===== src/design/i2c_cfg_pkg.sv =====
// package: register offsets, field positions, reset values and carrier types
package i2c_cfg_pkg;
  // ==========================================================
  // register offsets (register-file addresses)
  localparam logic [7:0] OFS_SCL_CLOCK_CONTROL = 8'hf3;
  localparam logic [7:0] OFS_OWN_ID_LOW = 8'hf4;
  localparam logic [7:0] OFS_OWN_ID_HIGH = 8'hf5;
  localparam logic [7:0] OFS_DATA_BYTE = 8'hf6;
  localparam logic [7:0] OFS_GENERAL_CALL_ID = 8'hf7;
  localparam logic [7:0] OFS_IRQ_PENDING = 8'hf8;
  localparam logic [7:0] OFS_IRQ_VECTOR = 8'hf9;
  localparam logic [7:0] OFS_RX_DMA_POINTER = 8'hfa;
  localparam logic [7:0] OFS_RX_DMA_COUNTER = 8'hfb;
  localparam logic [7:0] OFS_EXT_CLOCK_CONTROL = 8'hfe;
  // ==========================================================
  // field positions
  localparam int FAST_MODE_BIT = 7;
  localparam int TEN_BIT_MODE_BIT = 5;
  localparam int RANGE_HI_BIT = 4;
  localparam int DMA_STOP_BIT = 7;
  localparam int ERR_PEND_BIT = 2;
  localparam int RX_PEND_BIT = 1;
  localparam int TX_PEND_BIT = 0;
  // ==========================================================
  // reset values
  localparam logic [7:0] RST_ZERO = 8'h00;
  localparam logic [7:0] RST_GENERAL_CALL = 8'ha0;
  localparam logic [7:0] RST_IRQ_PENDING = 8'hf0;
  localparam logic [7:0] RST_UNDEF = 8'h00;
  localparam logic [7:0] IGNORED_ID = 8'h01;
  // ==========================================================
  // clock range codes and bus timing counts per range
  localparam logic [2:0] RANGE_2M5_6 = 3'h0;
  localparam logic [2:0] RANGE_6_10 = 3'h1;
  localparam logic [2:0] RANGE_10_14 = 3'h2;
  localparam logic [2:0] RANGE_14_24 = 3'h3;
  localparam logic [3:0] DELAY_2M5_6 = 4'h1;
  localparam logic [3:0] DELAY_6_10 = 4'h2;
  localparam logic [3:0] DELAY_10_14 = 4'h3;
  localparam logic [3:0] DELAY_14_24 = 4'h5;
  // ==========================================================
  // vector source codes
  localparam logic [1:0] SRC_NONE = 2'h0;
  localparam logic [1:0] SRC_ERROR = 2'h1;
  localparam logic [1:0] SRC_RX = 2'h2;
  localparam logic [1:0] SRC_TX = 2'h3;
  // ==========================================================
  // carrier types
  typedef struct packed {
    logic wr;
    logic rd;
    logic [7:0] addr;
    logic [7:0] wdata;
  } reg_req_t;
  typedef struct packed {
    logic slave_match_flag;
    logic start_sent_flag;
    logic scl_flag;
    logic header_sent_flag;
    logic ack_failure_flag;
    logic stop_seen_flag;
    logic arbitration_lost_flag;
    logic bus_error_flag;
  } err_flags_t;
  typedef struct packed {
    logic fast_mode_select;
    logic [8:0] scl_divider;
    logic [2:0] clock_range_sel;
    logic [3:0] range_delay;
    logic ten_bit_mode;
    logic [9:0] own_id;
    logic own_id_valid;
    logic [6:0] general_call;
    logic general_call_valid;
  } bus_cfg_t;
  typedef struct packed {
    logic [6:0] rx_pointer_loc;
    logic rx_ext_select;
    logic [6:0] rx_count_pointer;
    logic dma_target_select;
  } rx_dma_cfg_t;
  typedef enum logic [2:0] {
    REQ_NONE,
    REQ_ERR_HI,
    REQ_RX_DMA,
    REQ_TX_DMA,
    REQ_ERR_LO,
    REQ_RX,
    REQ_TX
  } req_src_t;
endpackage : i2c_cfg_pkg


===== src/design/i2c_range_decode.sv =====
// module: clock range code to bus timing delay count
`timescale 1ns/1ps
module i2c_range_decode
  import i2c_cfg_pkg::*;
(
  // range code
  input wire logic [2:0] range_in,
  // delay count
  output logic [3:0] delay_out
);
  // ==========================================================
  // forbidden codes fall back to the fastest (14-24) range scaling
  wire logic is_r0 = (range_in == RANGE_2M5_6);
  wire logic is_r1 = (range_in == RANGE_6_10);
  wire logic is_r2 = (range_in == RANGE_10_14);
  wire logic is_r3 = (range_in == RANGE_14_24);
  assign delay_out = is_r1 ? DELAY_6_10 : is_r2 ? DELAY_10_14 :
                     is_r3 ? DELAY_14_24 : is_r0 ? DELAY_2M5_6 : DELAY_14_24;
endmodule : i2c_range_decode


===== src/design/i2c_req_rank.sv =====
// module: fixed ranking of internal interrupt and dma requests
`timescale 1ns/1ps
module i2c_req_rank
  import i2c_cfg_pkg::*;
(
  // request inputs
  input wire logic dma_stop_in,
  input wire logic err_in,
  input wire logic rx_dma_in,
  input wire logic tx_dma_in,
  input wire logic rx_in,
  input wire logic tx_in,
  // winner
  output req_src_t win_out
);
  // ==========================================================
  assign win_out = (err_in && dma_stop_in) ? REQ_ERR_HI :
                   rx_dma_in ? REQ_RX_DMA :
                   tx_dma_in ? REQ_TX_DMA :
                   err_in ? REQ_ERR_LO :
                   rx_in ? REQ_RX :
                   tx_in ? REQ_TX : REQ_NONE;
endmodule : i2c_req_rank


===== src/design/i2c_config_irq_dma_regs.sv =====
// module: i2c configuration, addressing, data, interrupt and receive dma registers
`timescale 1ns/1ps
// Summary of operation
// - fast/standard mode bit is software written and kept while disabled.
// - nine-bit scl divider, low seven here, upper two in extended register; kept.
// - seven-bit own address is bits 7:1; bit 0 ignored; kept while disabled.
// - address 01h is never answered as general-call address, nor as own address in seven-bit mode.
// - ten-bit address: low register gives 7:0, high bits 2:1 give 9:8.
// - three-bit range field scales bus timing to internal clock range.
// - range field is writable only while the interface is disabled.
// - ten-bit mode bit selects addressing; writable only while disabled.
// - transmit sends data byte, starting on cpu write or dma completion.
// - receive holds last byte; next starts on cpu read or dma completion.
// - general-call register resets to a0h, locked while enabled, bit 0 ignored.
// - three-bit priority level, zero highest, seven meaning no priority.
// - requests ranked: error(stop), rx dma, tx dma, error, rx, tx.
// - pending bits clear on written zero; written one does nothing.
// - error pending forced high while any error flag is set.
// - rx and tx pending set on events only when global enable is set.
// - vector holds five base bits, two hardware source bits, bit 0 zero.
// - rx pointer bits 7:1 locate data pointer; bit 0 selects extension.
// - rx counter bits 7:1 locate counter, or address/counter pair.
// - rx counter bit 0 selects memory or register file destination.
// - rx dma enable clears when counter reaches zero, with end-of-block.
// - transfer event flags clear when the interface is disabled.
module i2c_config_irq_dma_regs
  import i2c_cfg_pkg::*;
(
  // clock and reset
  input wire logic clk_in,
  input wire logic sys_rst_in,
  // register-file access
  input wire i2c_cfg_pkg::reg_req_t req_in,
  output logic [7:0] rdata_out,
  // control from the rest of the interface
  input wire logic interface_enable_in,
  input wire logic irq_global_enable_in,
  input wire logic rx_dma_mask_in,
  input wire logic tx_dma_req_in,
  // bus engine events
  input wire i2c_cfg_pkg::err_flags_t err_flags_in,
  input wire logic rx_byte_valid_in,
  input wire logic [7:0] rx_byte_in,
  input wire logic tx_ready_in,
  input wire logic rx_dma_done_in,
  input wire logic tx_dma_done_in,
  input wire logic rx_count_zero_in,
  // configuration to the bus engine
  output i2c_cfg_pkg::bus_cfg_t bus_cfg_out,
  output i2c_cfg_pkg::rx_dma_cfg_t rx_dma_cfg_out,
  output logic [7:0] tx_byte_out,
  output logic tx_start_out,
  output logic rx_resume_out,
  // interrupt and dma request outputs
  output logic [2:0] priority_level_out,
  output logic irq_req_out,
  output logic rx_dma_req_out,
  output logic rx_dma_mask_clear_out,
  output logic rx_end_of_block_out,
  output logic [7:0] irq_vector_out,
  output logic event_flags_clear_out
);
  import i2c_cfg_pkg::*;

  // ==========================================================
  // register storage
  logic [7:0] clk_ctrl_reg;
  logic [1:0] clk_ext_reg;
  logic [7:0] own_low_reg;
  logic [7:0] own_high_reg;
  logic [7:0] data_byte_reg;
  logic [7:0] gen_call_reg;
  logic [7:0] pend_reg;
  logic [4:0] vec_base_reg;
  logic [7:0] rx_ptr_reg;
  logic [7:0] rx_cnt_reg;
  logic [7:0] rdata_reg;
  bus_cfg_t bus_cfg_reg;
  rx_dma_cfg_t rx_dma_cfg_reg;
  logic [7:0] tx_byte_reg;
  logic tx_start_reg;
  logic rx_resume_reg;
  logic [2:0] prio_reg;
  logic irq_reg;
  logic rx_dma_req_reg;
  logic mask_clr_reg;
  logic eob_reg;
  logic [7:0] vec_out_reg;
  logic ev_clr_reg;
  logic enable_d_reg;

  // ==========================================================
  // address decode
  wire logic wr_clk = req_in.wr && (req_in.addr == OFS_SCL_CLOCK_CONTROL);
  wire logic wr_ext = req_in.wr && (req_in.addr == OFS_EXT_CLOCK_CONTROL);
  wire logic wr_own_lo = req_in.wr && (req_in.addr == OFS_OWN_ID_LOW);
  wire logic wr_own_hi = req_in.wr && (req_in.addr == OFS_OWN_ID_HIGH);
  wire logic wr_data = req_in.wr && (req_in.addr == OFS_DATA_BYTE);
  wire logic rd_data = req_in.rd && (req_in.addr == OFS_DATA_BYTE);
  wire logic wr_gen = req_in.wr && (req_in.addr == OFS_GENERAL_CALL_ID);
  wire logic wr_pend = req_in.wr && (req_in.addr == OFS_IRQ_PENDING);
  wire logic wr_vec = req_in.wr && (req_in.addr == OFS_IRQ_VECTOR);
  wire logic wr_rx_ptr = req_in.wr && (req_in.addr == OFS_RX_DMA_POINTER);
  wire logic wr_rx_cnt = req_in.wr && (req_in.addr == OFS_RX_DMA_COUNTER);
  wire logic disabled = !interface_enable_in;

  // ==========================================================
  // configuration register next values
  // locked fields only move while the interface is off
  wire logic [7:0] own_hi_wmask = disabled ? 8'hf6 : 8'h06;
  wire logic [7:0] own_high_next = (req_in.wdata & own_hi_wmask) |
                                   (own_high_reg & ~own_hi_wmask & 8'hf6);
  wire logic [7:0] gen_call_next = (wr_gen && disabled) ? req_in.wdata : gen_call_reg;

  // ==========================================================
  // pending bits: hardware set wins over software clear
  wire logic [7:0] err_bits = err_flags_in;
  wire logic err_any = |err_bits;
  wire logic rx_set = rx_byte_valid_in && irq_global_enable_in;
  wire logic tx_set = tx_ready_in && irq_global_enable_in;
  wire logic err_set = err_any && irq_global_enable_in;
  wire logic [2:0] pend_clr = wr_pend ? ~req_in.wdata[2:0] : 3'h0;
  wire logic [2:0] pend_hw = {err_set, rx_set, tx_set};
  wire logic [2:0] pend_low_next = (pend_reg[2:0] & ~pend_clr) | pend_hw;
  wire logic [2:0] pend_force = {err_any, 2'h0};
  wire logic [7:0] pend_next = {
    wr_pend ? req_in.wdata[DMA_STOP_BIT] : pend_reg[DMA_STOP_BIT],
    wr_pend ? req_in.wdata[6:4] : pend_reg[6:4],
    1'b0,
    pend_low_next | pend_force
  };

  // ==========================================================
  // request ranking and vector source
  req_src_t win;
  i2c_req_rank u_rank (
    .dma_stop_in(pend_reg[DMA_STOP_BIT]),
    .err_in(pend_reg[ERR_PEND_BIT]),
    .rx_dma_in(rx_dma_mask_in && rx_byte_valid_in),
    .tx_dma_in(tx_dma_req_in),
    .rx_in(pend_reg[RX_PEND_BIT]),
    .tx_in(pend_reg[TX_PEND_BIT]),
    .win_out(win)
  );
  wire logic [1:0] src_code = (win == REQ_ERR_HI || win == REQ_ERR_LO) ? SRC_ERROR :
                              (win == REQ_RX) ? SRC_RX :
                              (win == REQ_TX) ? SRC_TX : SRC_NONE;
  // level 7 means no priority: nothing is raised
  wire logic prio_active = (pend_reg[6:4] != 3'h7);
  wire logic irq_next = prio_active && (win == REQ_ERR_HI || win == REQ_ERR_LO ||
                                        win == REQ_RX || win == REQ_TX);
  wire logic rx_dma_next = prio_active && (win == REQ_RX_DMA);

  // ==========================================================
  // address formation; 01h never answers as general call or as seven-bit own address
  wire logic [9:0] own_id = own_high_reg[TEN_BIT_MODE_BIT] ?
                            {own_high_reg[2:1], own_low_reg} :
                            {3'h0, own_low_reg[7:1]};
  wire logic own_valid = own_high_reg[TEN_BIT_MODE_BIT] || (own_low_reg != IGNORED_ID);
  wire logic gen_valid = (gen_call_reg != IGNORED_ID);
  wire logic [2:0] range_sel = {own_high_reg[RANGE_HI_BIT], own_high_reg[7:6]};
  logic [3:0] range_delay;
  i2c_range_decode u_range (
    .range_in(range_sel),
    .delay_out(range_delay)
  );
  bus_cfg_t bus_cfg_next;
  assign bus_cfg_next = '{
    fast_mode_select: clk_ctrl_reg[FAST_MODE_BIT],
    scl_divider: {clk_ext_reg, clk_ctrl_reg[6:0]},
    clock_range_sel: range_sel,
    range_delay: range_delay,
    ten_bit_mode: own_high_reg[TEN_BIT_MODE_BIT],
    own_id: own_id,
    own_id_valid: own_valid,
    general_call: gen_call_reg[7:1],
    general_call_valid: gen_valid
  };
  rx_dma_cfg_t rx_dma_cfg_next;
  assign rx_dma_cfg_next = '{
    rx_pointer_loc: rx_ptr_reg[7:1],
    rx_ext_select: rx_ptr_reg[0],
    rx_count_pointer: rx_cnt_reg[7:1],
    dma_target_select: rx_cnt_reg[0]
  };

  // ==========================================================
  // read data selection
  wire logic [7:0] vec_value = {vec_base_reg, src_code, 1'b0};
  wire logic [7:0] rd_mux =
    (req_in.addr == OFS_SCL_CLOCK_CONTROL) ? clk_ctrl_reg :
    (req_in.addr == OFS_EXT_CLOCK_CONTROL) ? {6'h00, clk_ext_reg} :
    (req_in.addr == OFS_OWN_ID_LOW) ? own_low_reg :
    (req_in.addr == OFS_OWN_ID_HIGH) ? own_high_reg :
    (req_in.addr == OFS_DATA_BYTE) ? data_byte_reg :
    (req_in.addr == OFS_GENERAL_CALL_ID) ? gen_call_reg :
    (req_in.addr == OFS_IRQ_PENDING) ? pend_reg :
    (req_in.addr == OFS_IRQ_VECTOR) ? vec_value :
    (req_in.addr == OFS_RX_DMA_POINTER) ? rx_ptr_reg :
    (req_in.addr == OFS_RX_DMA_COUNTER) ? rx_cnt_reg : 8'h00;

  // ==========================================================
  // data register: cpu write or received byte
  wire logic [7:0] data_next = wr_data ? req_in.wdata :
                               rx_byte_valid_in ? rx_byte_in : data_byte_reg;
  // disable edge clears transfer event flags in the engine
  wire logic ev_clr_next = enable_d_reg && disabled;
  wire logic eob_next = rx_dma_mask_in && rx_count_zero_in;

  // ==========================================================
  // configuration registers; cleared by reset only, not by disable
  always_ff @(posedge clk_in) begin
    if (sys_rst_in) begin
      clk_ctrl_reg <= RST_ZERO;
      clk_ext_reg <= 2'h0;
      own_low_reg <= RST_ZERO;
      own_high_reg <= RST_ZERO;
      gen_call_reg <= RST_GENERAL_CALL;
      vec_base_reg <= 5'h00;
      rx_ptr_reg <= RST_UNDEF;
      rx_cnt_reg <= RST_UNDEF;
    end else begin
      if (wr_clk) clk_ctrl_reg <= req_in.wdata;
      if (wr_ext) clk_ext_reg <= req_in.wdata[1:0];
      if (wr_own_lo) own_low_reg <= req_in.wdata;
      if (wr_own_hi) own_high_reg <= own_high_next;
      gen_call_reg <= gen_call_next;
      if (wr_vec) vec_base_reg <= req_in.wdata[7:3];
      if (wr_rx_ptr) rx_ptr_reg <= req_in.wdata;
      if (wr_rx_cnt) rx_cnt_reg <= req_in.wdata;
    end
  end

  // ==========================================================
  // data, pending and enable delay
  always_ff @(posedge clk_in) begin
    if (sys_rst_in) begin
      data_byte_reg <= RST_ZERO;
      pend_reg <= RST_IRQ_PENDING;
      enable_d_reg <= 1'b0;
    end else begin
      data_byte_reg <= data_next;
      pend_reg <= pend_next;
      enable_d_reg <= interface_enable_in;
    end
  end

  // ==========================================================
  // registered outputs
  always_ff @(posedge clk_in) begin
    if (sys_rst_in) begin
      rdata_reg <= 8'h00;
      bus_cfg_reg <= '0;
      rx_dma_cfg_reg <= '0;
      tx_byte_reg <= 8'h00;
      tx_start_reg <= 1'b0;
      rx_resume_reg <= 1'b0;
      prio_reg <= 3'h7;
      irq_reg <= 1'b0;
      rx_dma_req_reg <= 1'b0;
      mask_clr_reg <= 1'b0;
      eob_reg <= 1'b0;
      vec_out_reg <= 8'h00;
      ev_clr_reg <= 1'b0;
    end else begin
      rdata_reg <= rd_mux;
      bus_cfg_reg <= bus_cfg_next;
      rx_dma_cfg_reg <= rx_dma_cfg_next;
      tx_byte_reg <= data_next;
      // dma completion restarts on the very next edge, no extra stage
      tx_start_reg <= wr_data || tx_dma_done_in;
      rx_resume_reg <= rd_data || rx_dma_done_in;
      prio_reg <= pend_reg[6:4];
      irq_reg <= irq_next;
      rx_dma_req_reg <= rx_dma_next;
      mask_clr_reg <= eob_next;
      eob_reg <= eob_next;
      vec_out_reg <= vec_value;
      ev_clr_reg <= ev_clr_next;
    end
  end

  // ==========================================================
  // output drive
  assign rdata_out = rdata_reg;
  assign bus_cfg_out = bus_cfg_reg;
  assign rx_dma_cfg_out = rx_dma_cfg_reg;
  assign tx_byte_out = tx_byte_reg;
  assign tx_start_out = tx_start_reg;
  assign rx_resume_out = rx_resume_reg;
  assign priority_level_out = prio_reg;
  assign irq_req_out = irq_reg;
  assign rx_dma_req_out = rx_dma_req_reg;
  assign rx_dma_mask_clear_out = mask_clr_reg;
  assign rx_end_of_block_out = eob_reg;
  assign irq_vector_out = vec_out_reg;
  assign event_flags_clear_out = ev_clr_reg;
endmodule : i2c_config_irq_dma_regs


===== config.mk =====
export PLATFORM = sky130hd
export DESIGN_NAME = i2c_config_irq_dma_regs
export DESIGN_NICKNAME = d
export VERILOG_FILES = /design/src/design/i2c_cfg_pkg.sv /design/src/design/i2c_range_decode.sv /design/src/design/i2c_req_rank.sv /design/src/design/i2c_config_irq_dma_regs.sv
export SDC_FILE = /design/constraint.sdc
export NUM_CORES = 1
export LEC_CHECK = 0
export BUFFER_PORTS_ARGS = -buffer_cell sky130_fd_sc_hd__clkbuf_2
export CAP_MARGIN = 15
export CORE_ASPECT_RATIO = 1.1
export CORE_UTILIZATION = 48
export DETAILED_ROUTE_END_ITERATION = 6
export PLACE_DENSITY = 0.84
export SYNTH_ARGS = -nofsm -noshare
export SYNTH_HDL_FRONTEND = slang
export SYNTH_HIERARCHICAL = 1
export SYNTH_SLANG_ARGS = --single-unit

===== constraint.sdc =====
create_clock -name clk_in -period 2 [get_ports clk_in]
set_input_delay 0.4 -clock clk_in [delete_from_list [all_inputs] [get_ports clk_in]]
set_output_delay 0.4 -clock clk_in [all_outputs]
set_load 0.03 [all_outputs]

==> impl_metrics.env, run 1 <==
export IMPL_gp_congestion=0.953
export IMPL_start_util_pct=49.6
export IMPL_antenna_found_initial=0
export IMPL_dp_hpwl_um=11300
export IMPL_hold_end="tx_start_out"
export IMPL_period_minus_slack_ns=1.91
export IMPL_cts_tree="done"
export IMPL_synth_mux_area_fraction_pct=13.6
export IMPL_grt_max_degree=96
export IMPL_die_w_um=106
export IMPL_status="finished, final reports clean"
export IMPL_ant_nets=0
export IMPL_rr_worst_depth=7
export IMPL_synth_area_mm2=0.00573
export IMPL_drtIter0Drc=233
export IMPL_yosys_warnings=6
export IMPL_cts_buffer_depth=2
export IMPL_cellLeakagePower_nw=3.19
export IMPL_synth_avg_cell_area_um2=9.83
export IMPL_areaGrowthSynthToFinish_pct=26.0
export IMPL_htreeDepth=4
export IMPL_syn_instance_count=583
export IMPL_synth_compound_area_share_pct=8.97
export IMPL_tightest_slew_ns=0.617
export IMPL_fin_skew_ns=0.0117
export IMPL_drv_cap=0
export IMPL_clk_latency_ns=0.43
export IMPL_hp_start="tx_dma_done_in"
export IMPL_wirelength_um=16100
export IMPL_grt_ovfl_total=0
export IMPL_die_y_um=117
export IMPL_synthAdderAreaFrac_pct=0
export IMPL_fin_crit_sh_pct=95.5
export IMPL_p_per_area_mw_per_mm2=918
export IMPL_fill_cells=941
export IMPL_grt_pass1_wl_um=24900
export IMPL_cp_start_kind="register"
export IMPL_syn_nets=628
export IMPL_slew_violations=0
export IMPL_synth_seq_cells=146
export IMPL_boundaryPins=132
export IMPL_first_pass_iters=5
export IMPL_port_buffers=130
export IMPL_fin_nets=758
export IMPL_track_usage_pct=27.0
export IMPL_cts_sinks=146
export IMPL_rr_endpoint="rdata_out[2]"
export IMPL_fin_hold_ws_ns=0.194
export IMPL_largest_reg_flops=37
export IMPL_slew_headroom_pct=58.9
export IMPL_min_path_cells=3
export IMPL_synth_edf_count=0
export IMPL_rrSetupSlack_ns=0.09
export IMPL_insertedDiodeCount=0
export IMPL_critPathCaptureType="register"
export IMPL_crit_required_ns=2.31
export IMPL_setup_viol_count_final=0
export IMPL_drc_errors=0
export IMPL_cts_made_buffers=17
export IMPL_hold_class="input pin to register"
export IMPL_synth_top_family_by_area="simple AND/OR/NAND/NOR gates"
export IMPL_fp_coreArea_mm2=0.0115
export IMPL_cp_max_fo=5
export IMPL_fp_row_count=41
export IMPL_synthSimpleGateAreaFrac_pct=21.4
export IMPL_final_util_pct=62.5
export IMPL_clk_pin_slew_ns=0.06
export IMPL_synth_seq_area_share_pct=51.0
export IMPL_drive_above_1_share_pct=29.4
export IMPL_fmax_mhz=523
export IMPL_vias=4827
export IMPL_cts_root_buffer="clkbuf_16"
export IMPL_cts_hold_buf=0
export IMPL_synth_main_ff_cell="dfxtp_1"
export IMPL_final_hold_viol_count=0
export IMPL_async_flop_share_pct=0
export IMPL_vdd_drop_max_mv=0.388
export IMPL_crit_arrival_ns=2.22
export IMPL_r2r_start="pend_reg[1]"
export IMPL_wl_per_cell_um=18.4
export IMPL_worstSetupPathType="register to register"
export IMPL_viasPerCell=5.52
export IMPL_rsz0062_at_grt="false"
export IMPL_grt_pass1_vias=4786
export IMPL_dieArea_mm2=0.0124
export IMPL_synth_xor_area_share_pct=0.306
export IMPL_synth_cell_types=62
-- stage by stage --
| stage | worst slack (ns) | instance area [µm²] | power, W | instances | setup TNS, ns |
|---|---|---|---|---|---|
| after floorplan | 0.000639 | 5730 | 0.00328 | 583 | 0 |
| after global placement | -0.105 | 6620 | 0.00343 | 844 | -0.214 |
| after detailed placement | -0.132 | 6620 | 0.00344 | 844 | -0.327 |
| after CTS | 0.0357 | 7220 | 0.00663 | 874 | 0 |
| after global routing | 0.00783 | 7220 | 0.00679 | 874 | 0 |
| final | 0.0893 | 7220 | 0.00663 | 874 | 0 |
-- kinds of logic (layout without fill, tap and decap cells) --
kind of cell           Yosys count  in the layout
multiplexers                    74             74
buffers and inverters           59            200
XOR/XNOR                         2              2
flip-flops                     146            146
other                            2              2
AND/OR/NAND/NOR                226            226
AO/OA/AOI/OAI                   74             74
-- cell usage after synthesis (all sizes together) (4+ instances only) --
cell / n / area [µm²]
nor3: 5 / 36.3
nor2b: 46 / 288
a22oi: 4 / 30.0
o32ai: 6 / 52.6
nand2b: 10 / 72.6
nand4: 6 / 50.0
a21oi: 18 / 90.1
and2: 7 / 43.8
dfxtp: 146 / 2920
a211oi: 14 / 105
clkbuf: 28 / 105
nor4: 9 / 86.3
inv: 11 / 41.3
o21ai: 9 / 45.0
mux2i: 69 / 691
buf: 20 / 118
nand3: 19 / 95.1
nand2: 30 / 113
nor2: 74 / 283
a32oi: 4 / 35.0
-- worst max-delay path, stage by stage, from the launching register on --
cell and delay, ns:
dfxtp_1 0.41, nand2b_4 0.16, a21oi_1 0.06, o21bai_1 0.20, xor2_1 0.19, a311o_1 0.38
a32oi_1 0.30, o31ai_1 0.11
-- layout by cell type, fill, tap and decap left out, types with 3 or more instances in the layout --
cell type  synthesis  final
buf_4              6     26
nand4_1            4      4
mux2i_1           69     69
and2_1             6      6
nand2_1           30     30
inv_1             11     11
a32oi_1            4      4
clkbuf_16          0     17
nor3_1             4      4
dfxtp_1          146    145
clkbuf_8           0      3
o32ai_1            6      6
or2_2              3      3
nor2b_1           46     46
buf_12             0      4
nand3_1           19     19
a211oi_1          14     14
nand2b_1           8      8
bufinv_16          0      3
nor2_1            72     72
nor4_1             7      7
a21oi_1           18     18
clkbuf_2           0    129
clkinv_2           0      4
mux4_2             3      3
o21ai_0            9      8
a22oi_1            4      4
-- report_power, final --
group          total (W)  internal (W)  leakage [nW]  switching, W
sequential       0.00296       0.00294          1.18     0.0000217
combinational   0.000428      0.000149          1.71      0.000279
clock            0.00324       0.00204         0.294       0.00120
-- what timing repair did --
| action | 4_1_cts | 5_1_grt |
|---|---|---|
| hold endpoints to repair | 0 | 0 |
| endpoints found under the setup margin | 0 | 2 |
| buffers inserted | 0 | 0 |
| gates resized for setup | 0 | 2 |
-- layout make-up --
type	instances	area, µm²	share of cell area (%)
clock inverters	10	134	1.85
well taps	150	188	2.60
repair buffers	159	921	12.8
clock buffers	20	467	6.47
inverters	11	41.3	0.572
multi-input cells	378	2540	35.2
flip-flops and latches	146	2920	40.5
-- worst max path at each step --
stage,startpoint,to,slack (ns),cells after the start
3_3_place_gp,rx_byte_valid_in,rdata_out[2],-0.10,7
6_report,pend_reg[1],rdata_out[2],0.09,7
4_1_cts,pend_reg[2],rdata_out[2],0.04,7
2_1_floorplan,rx_byte_valid_in,rdata_out[2],0.0006,9
3_5_place_dp,rx_byte_valid_in,rdata_out[2],-0.13,7
5_1_grt,pend_reg[1],rdata_out[2],0.008,7
-- layer usage --
layer  vias up  part of all wire, %  track usage, %
met2       218                   50            46.3
li1       2259                    -               -
met3        57                  5.8            5.08
met5         -                    0               0
met1      2293                   41            31.6
met4         0                  3.8            15.8
Power figures use the tool's default switching activity.
==> inputs of run 2 (changes only) <==
--- a/config.mk
+++ b/config.mk
@@ -8,9 +8,10 @@
 export BUFFER_PORTS_ARGS = -buffer_cell sky130_fd_sc_hd__clkbuf_2
 export CAP_MARGIN = 15
 export CORE_ASPECT_RATIO = 1.1
-export CORE_UTILIZATION = 48
+export CORE_UTILIZATION = 53
 export DETAILED_ROUTE_END_ITERATION = 6
-export PLACE_DENSITY = 0.84
+export GPL_TIMING_DRIVEN = 0
+export PLACE_DENSITY = 0.88
 export SYNTH_ARGS = -nofsm -noshare
 export SYNTH_HDL_FRONTEND = slang
 export SYNTH_HIERARCHICAL = 1
==> constraint.sdc (replaced) <==
create_clock -name clk_in -period 1.89 [get_ports clk_in]
set_input_delay 0.378 -clock clk_in [delete_from_list [all_inputs] [get_ports clk_in]]
set_output_delay 0.378 -clock clk_in [all_outputs]
set_load 0.03 [all_outputs]
==> impl_metrics.env, run 2 (synthesis results as in run 1) <==
export IMPL_fin_skew_ns=0.00698
export IMPL_status="finished, final reports clean"
export IMPL_drtIter0Drc=277
export IMPL_die_y_um=111
export IMPL_ant_nets=0
export IMPL_fmax_mhz=552
export IMPL_cts_made_buffers=17
export IMPL_wirelength_um=17000
export IMPL_cts_buffer_depth=2
export IMPL_dp_hpwl_um=11900
export IMPL_cpMaxStageDelayCell="dfxtp_2"
export IMPL_htreeDepth=4
export IMPL_fin_crit_sh_pct=95.9
export IMPL_first_pass_iters=5
export IMPL_die_w_um=101
export IMPL_worstSetupPathType="register to register"
export IMPL_final_util_pct=68.9
export IMPL_drc_errors=0
export IMPL_cellLeakagePower_nw=3.13
export IMPL_post_route_cell_area_mm2=0.00719
export IMPL_p_per_area_mw_per_mm2=997
export IMPL_clk_latency_ns=0.43
export IMPL_clk_pin_slew_ns=0.06
export IMPL_start_util_pct=54.9
export IMPL_rsz0062_at_grt="false"
export IMPL_port_buffers=121
export IMPL_slew_violations=0
export IMPL_fin_hold_ws_ns=0.179
export IMPL_period_minus_slack_ns=1.81
export IMPL_final_cell_mix="144 x dfxtp_1, 121 x clkbuf_2, 72 x nor2_1"
export IMPL_largest_reg_flops=37
export IMPL_pwr_share_seq_pct=43.7
export IMPL_boundaryPins=132
export IMPL_areaGrowthSynthToFinish_pct=25.5
export IMPL_insertedDiodeCount=0
export IMPL_place_area_mm2=0.00653
export IMPL_dieArea_mm2=0.0112
export IMPL_critPathCaptureType="register"
export IMPL_dpl_worst_slack_ns=-0.389
export IMPL_cts_sinks=146
export IMPL_gp_congestion=0.911
export IMPL_path_cells="nand2b_4 -> a21oi_1 -> o21bai_2 -> nand2b_1 -> o211ai_1 -> a32oi_1 -> o32ai_2"
export IMPL_fp_row_count=39
export IMPL_cts_setup_buffers=0
export IMPL_cts_tree="done"
export IMPL_setup_viol_count_final=0
export IMPL_p_clk_share_pct=49.9
export IMPL_slew_headroom_pct=49.6
export IMPL_switching_share_pct=22.7
export IMPL_grt_pass1_wl_um=25900
export IMPL_critPathMaxStageDelay_ns=0.37
export IMPL_vias=4995
export IMPL_cp_max_fo=5
export IMPL_tightest_slew_ns=0.751
export IMPL_grt_ovfl_total=0
export IMPL_cts_root_buffer="clkbuf_16"
export IMPL_crit_arrival_ns=2.15
export IMPL_track_usage_pct=31.5
export IMPL_grt_pass1_vias=4869
export IMPL_hold_class="input pin to register"
export IMPL_wl_per_cell_um=19.4
export IMPL_vdd_drop_max_mv=0.691
export IMPL_cp_start_kind="register"
export IMPL_switchingPower_w=0.00163
export IMPL_drive_above_1_share_pct=26.9
export IMPL_antenna_found_initial=0
export IMPL_combPwrFrac_pct=6.4
export IMPL_fp_coreArea_mm2=0.0104
export IMPL_drv_cap=0
export IMPL_crit_required_ns=2.23
export IMPL_intPower_w=0.00554
export IMPL_fin_nets=768
export IMPL_final_setup_worst_slack_ns=0.0769
export IMPL_cts_hold_buf=0
export IMPL_finalPower_w=0.00717
export IMPL_grt_max_degree=17
export IMPL_final_common_cell="dfxtp_1"
export IMPL_final_hold_viol_count=0
export IMPL_viasPerCell=5.68
run 2: changes by cell type in the layout (fill, tap and decap cells not counted), sizes merged:
cell    previous run  this run
inv               11        12
clkbuf           149       174
clkinv             5         1
buf               30        20
run 2: cell type report:
| type | instances | area, µm² |
|---|---|---|
| Tap cell | 143 | 179 |
| Clock inverter | 7 | 119 |
| Clock buffer | 25 | 515 |
| Sequential cell | 146 | 2930 |
| Timing Repair Buffer | 121 | 606 |
| Buffer | 48 | 233 |
| Multi-Input combinational cell | 378 | 2570 |
| Inverter | 11 | 41.3 |
| Fill cell | 819 | 3250 |
run 2: repair_timing:
action / in CTS / in global routing
pin swaps: 0 / 1
resized for setup: 1 / 6
setup endpoints to repair: 2 / 3
run 2: layer usage:
metal	GRT usage [%]	up-vias	routed length, µm
li1	-	2272	-
met3	9.08	58	1420
met4	16.6	0	738
met1	37.3	2396	6570
met5	0	-	0
met2	50.9	269	8320
run 2: power by group through the flow:
stage / sequential [W] / combinational (W) / clock [W]
detailed placement: 0.00320 / 0.000444 / 0
CTS: 0.00313 / 0.000448 / 0.00358
finish: 0.00313 / 0.000460 / 0.00358
global placement: 0.00320 / 0.000437 / 0
floorplan: 0.00324 / 0.000228 / 0
global route: 0.00313 / 0.000484 / 0.00374
run 2: path summary, 6_finish.rpt:
| kind | from | end | slack, ns | cells past startpoint |
|---|---|---|---|---|
| setup / recovery | pend_reg[1] | rdata_out[1] | 0.08 | 7 |
| hold / removal | interface_enable_in | event_flags_clear_out | 0.18 | 2 |
| setup reg to reg | pend_reg[1] | rdata_out[1] | 0.08 | 7 |
| hold reg to reg | clk_ctrl_reg[4] | bus_cfg_out[31] | 0.48 | 2 |
run 2: critical path: cells and delay by family, from the launching register on:
kind,cells,cell delay (ns)
AO/OA/AOI/OAI,5,1.03
flip-flops,1,0.37
AND/OR/NAND/NOR,2,0.32
run 2: metrics by stage:
stage | instances | setup TNS, ns
after CTS | 879 | 0
after floorplan | 583 | 0
final | 879 | 0
after global placement | 847 | -6.38
after global routing | 879 | 0
after detailed placement | 847 | -8.61
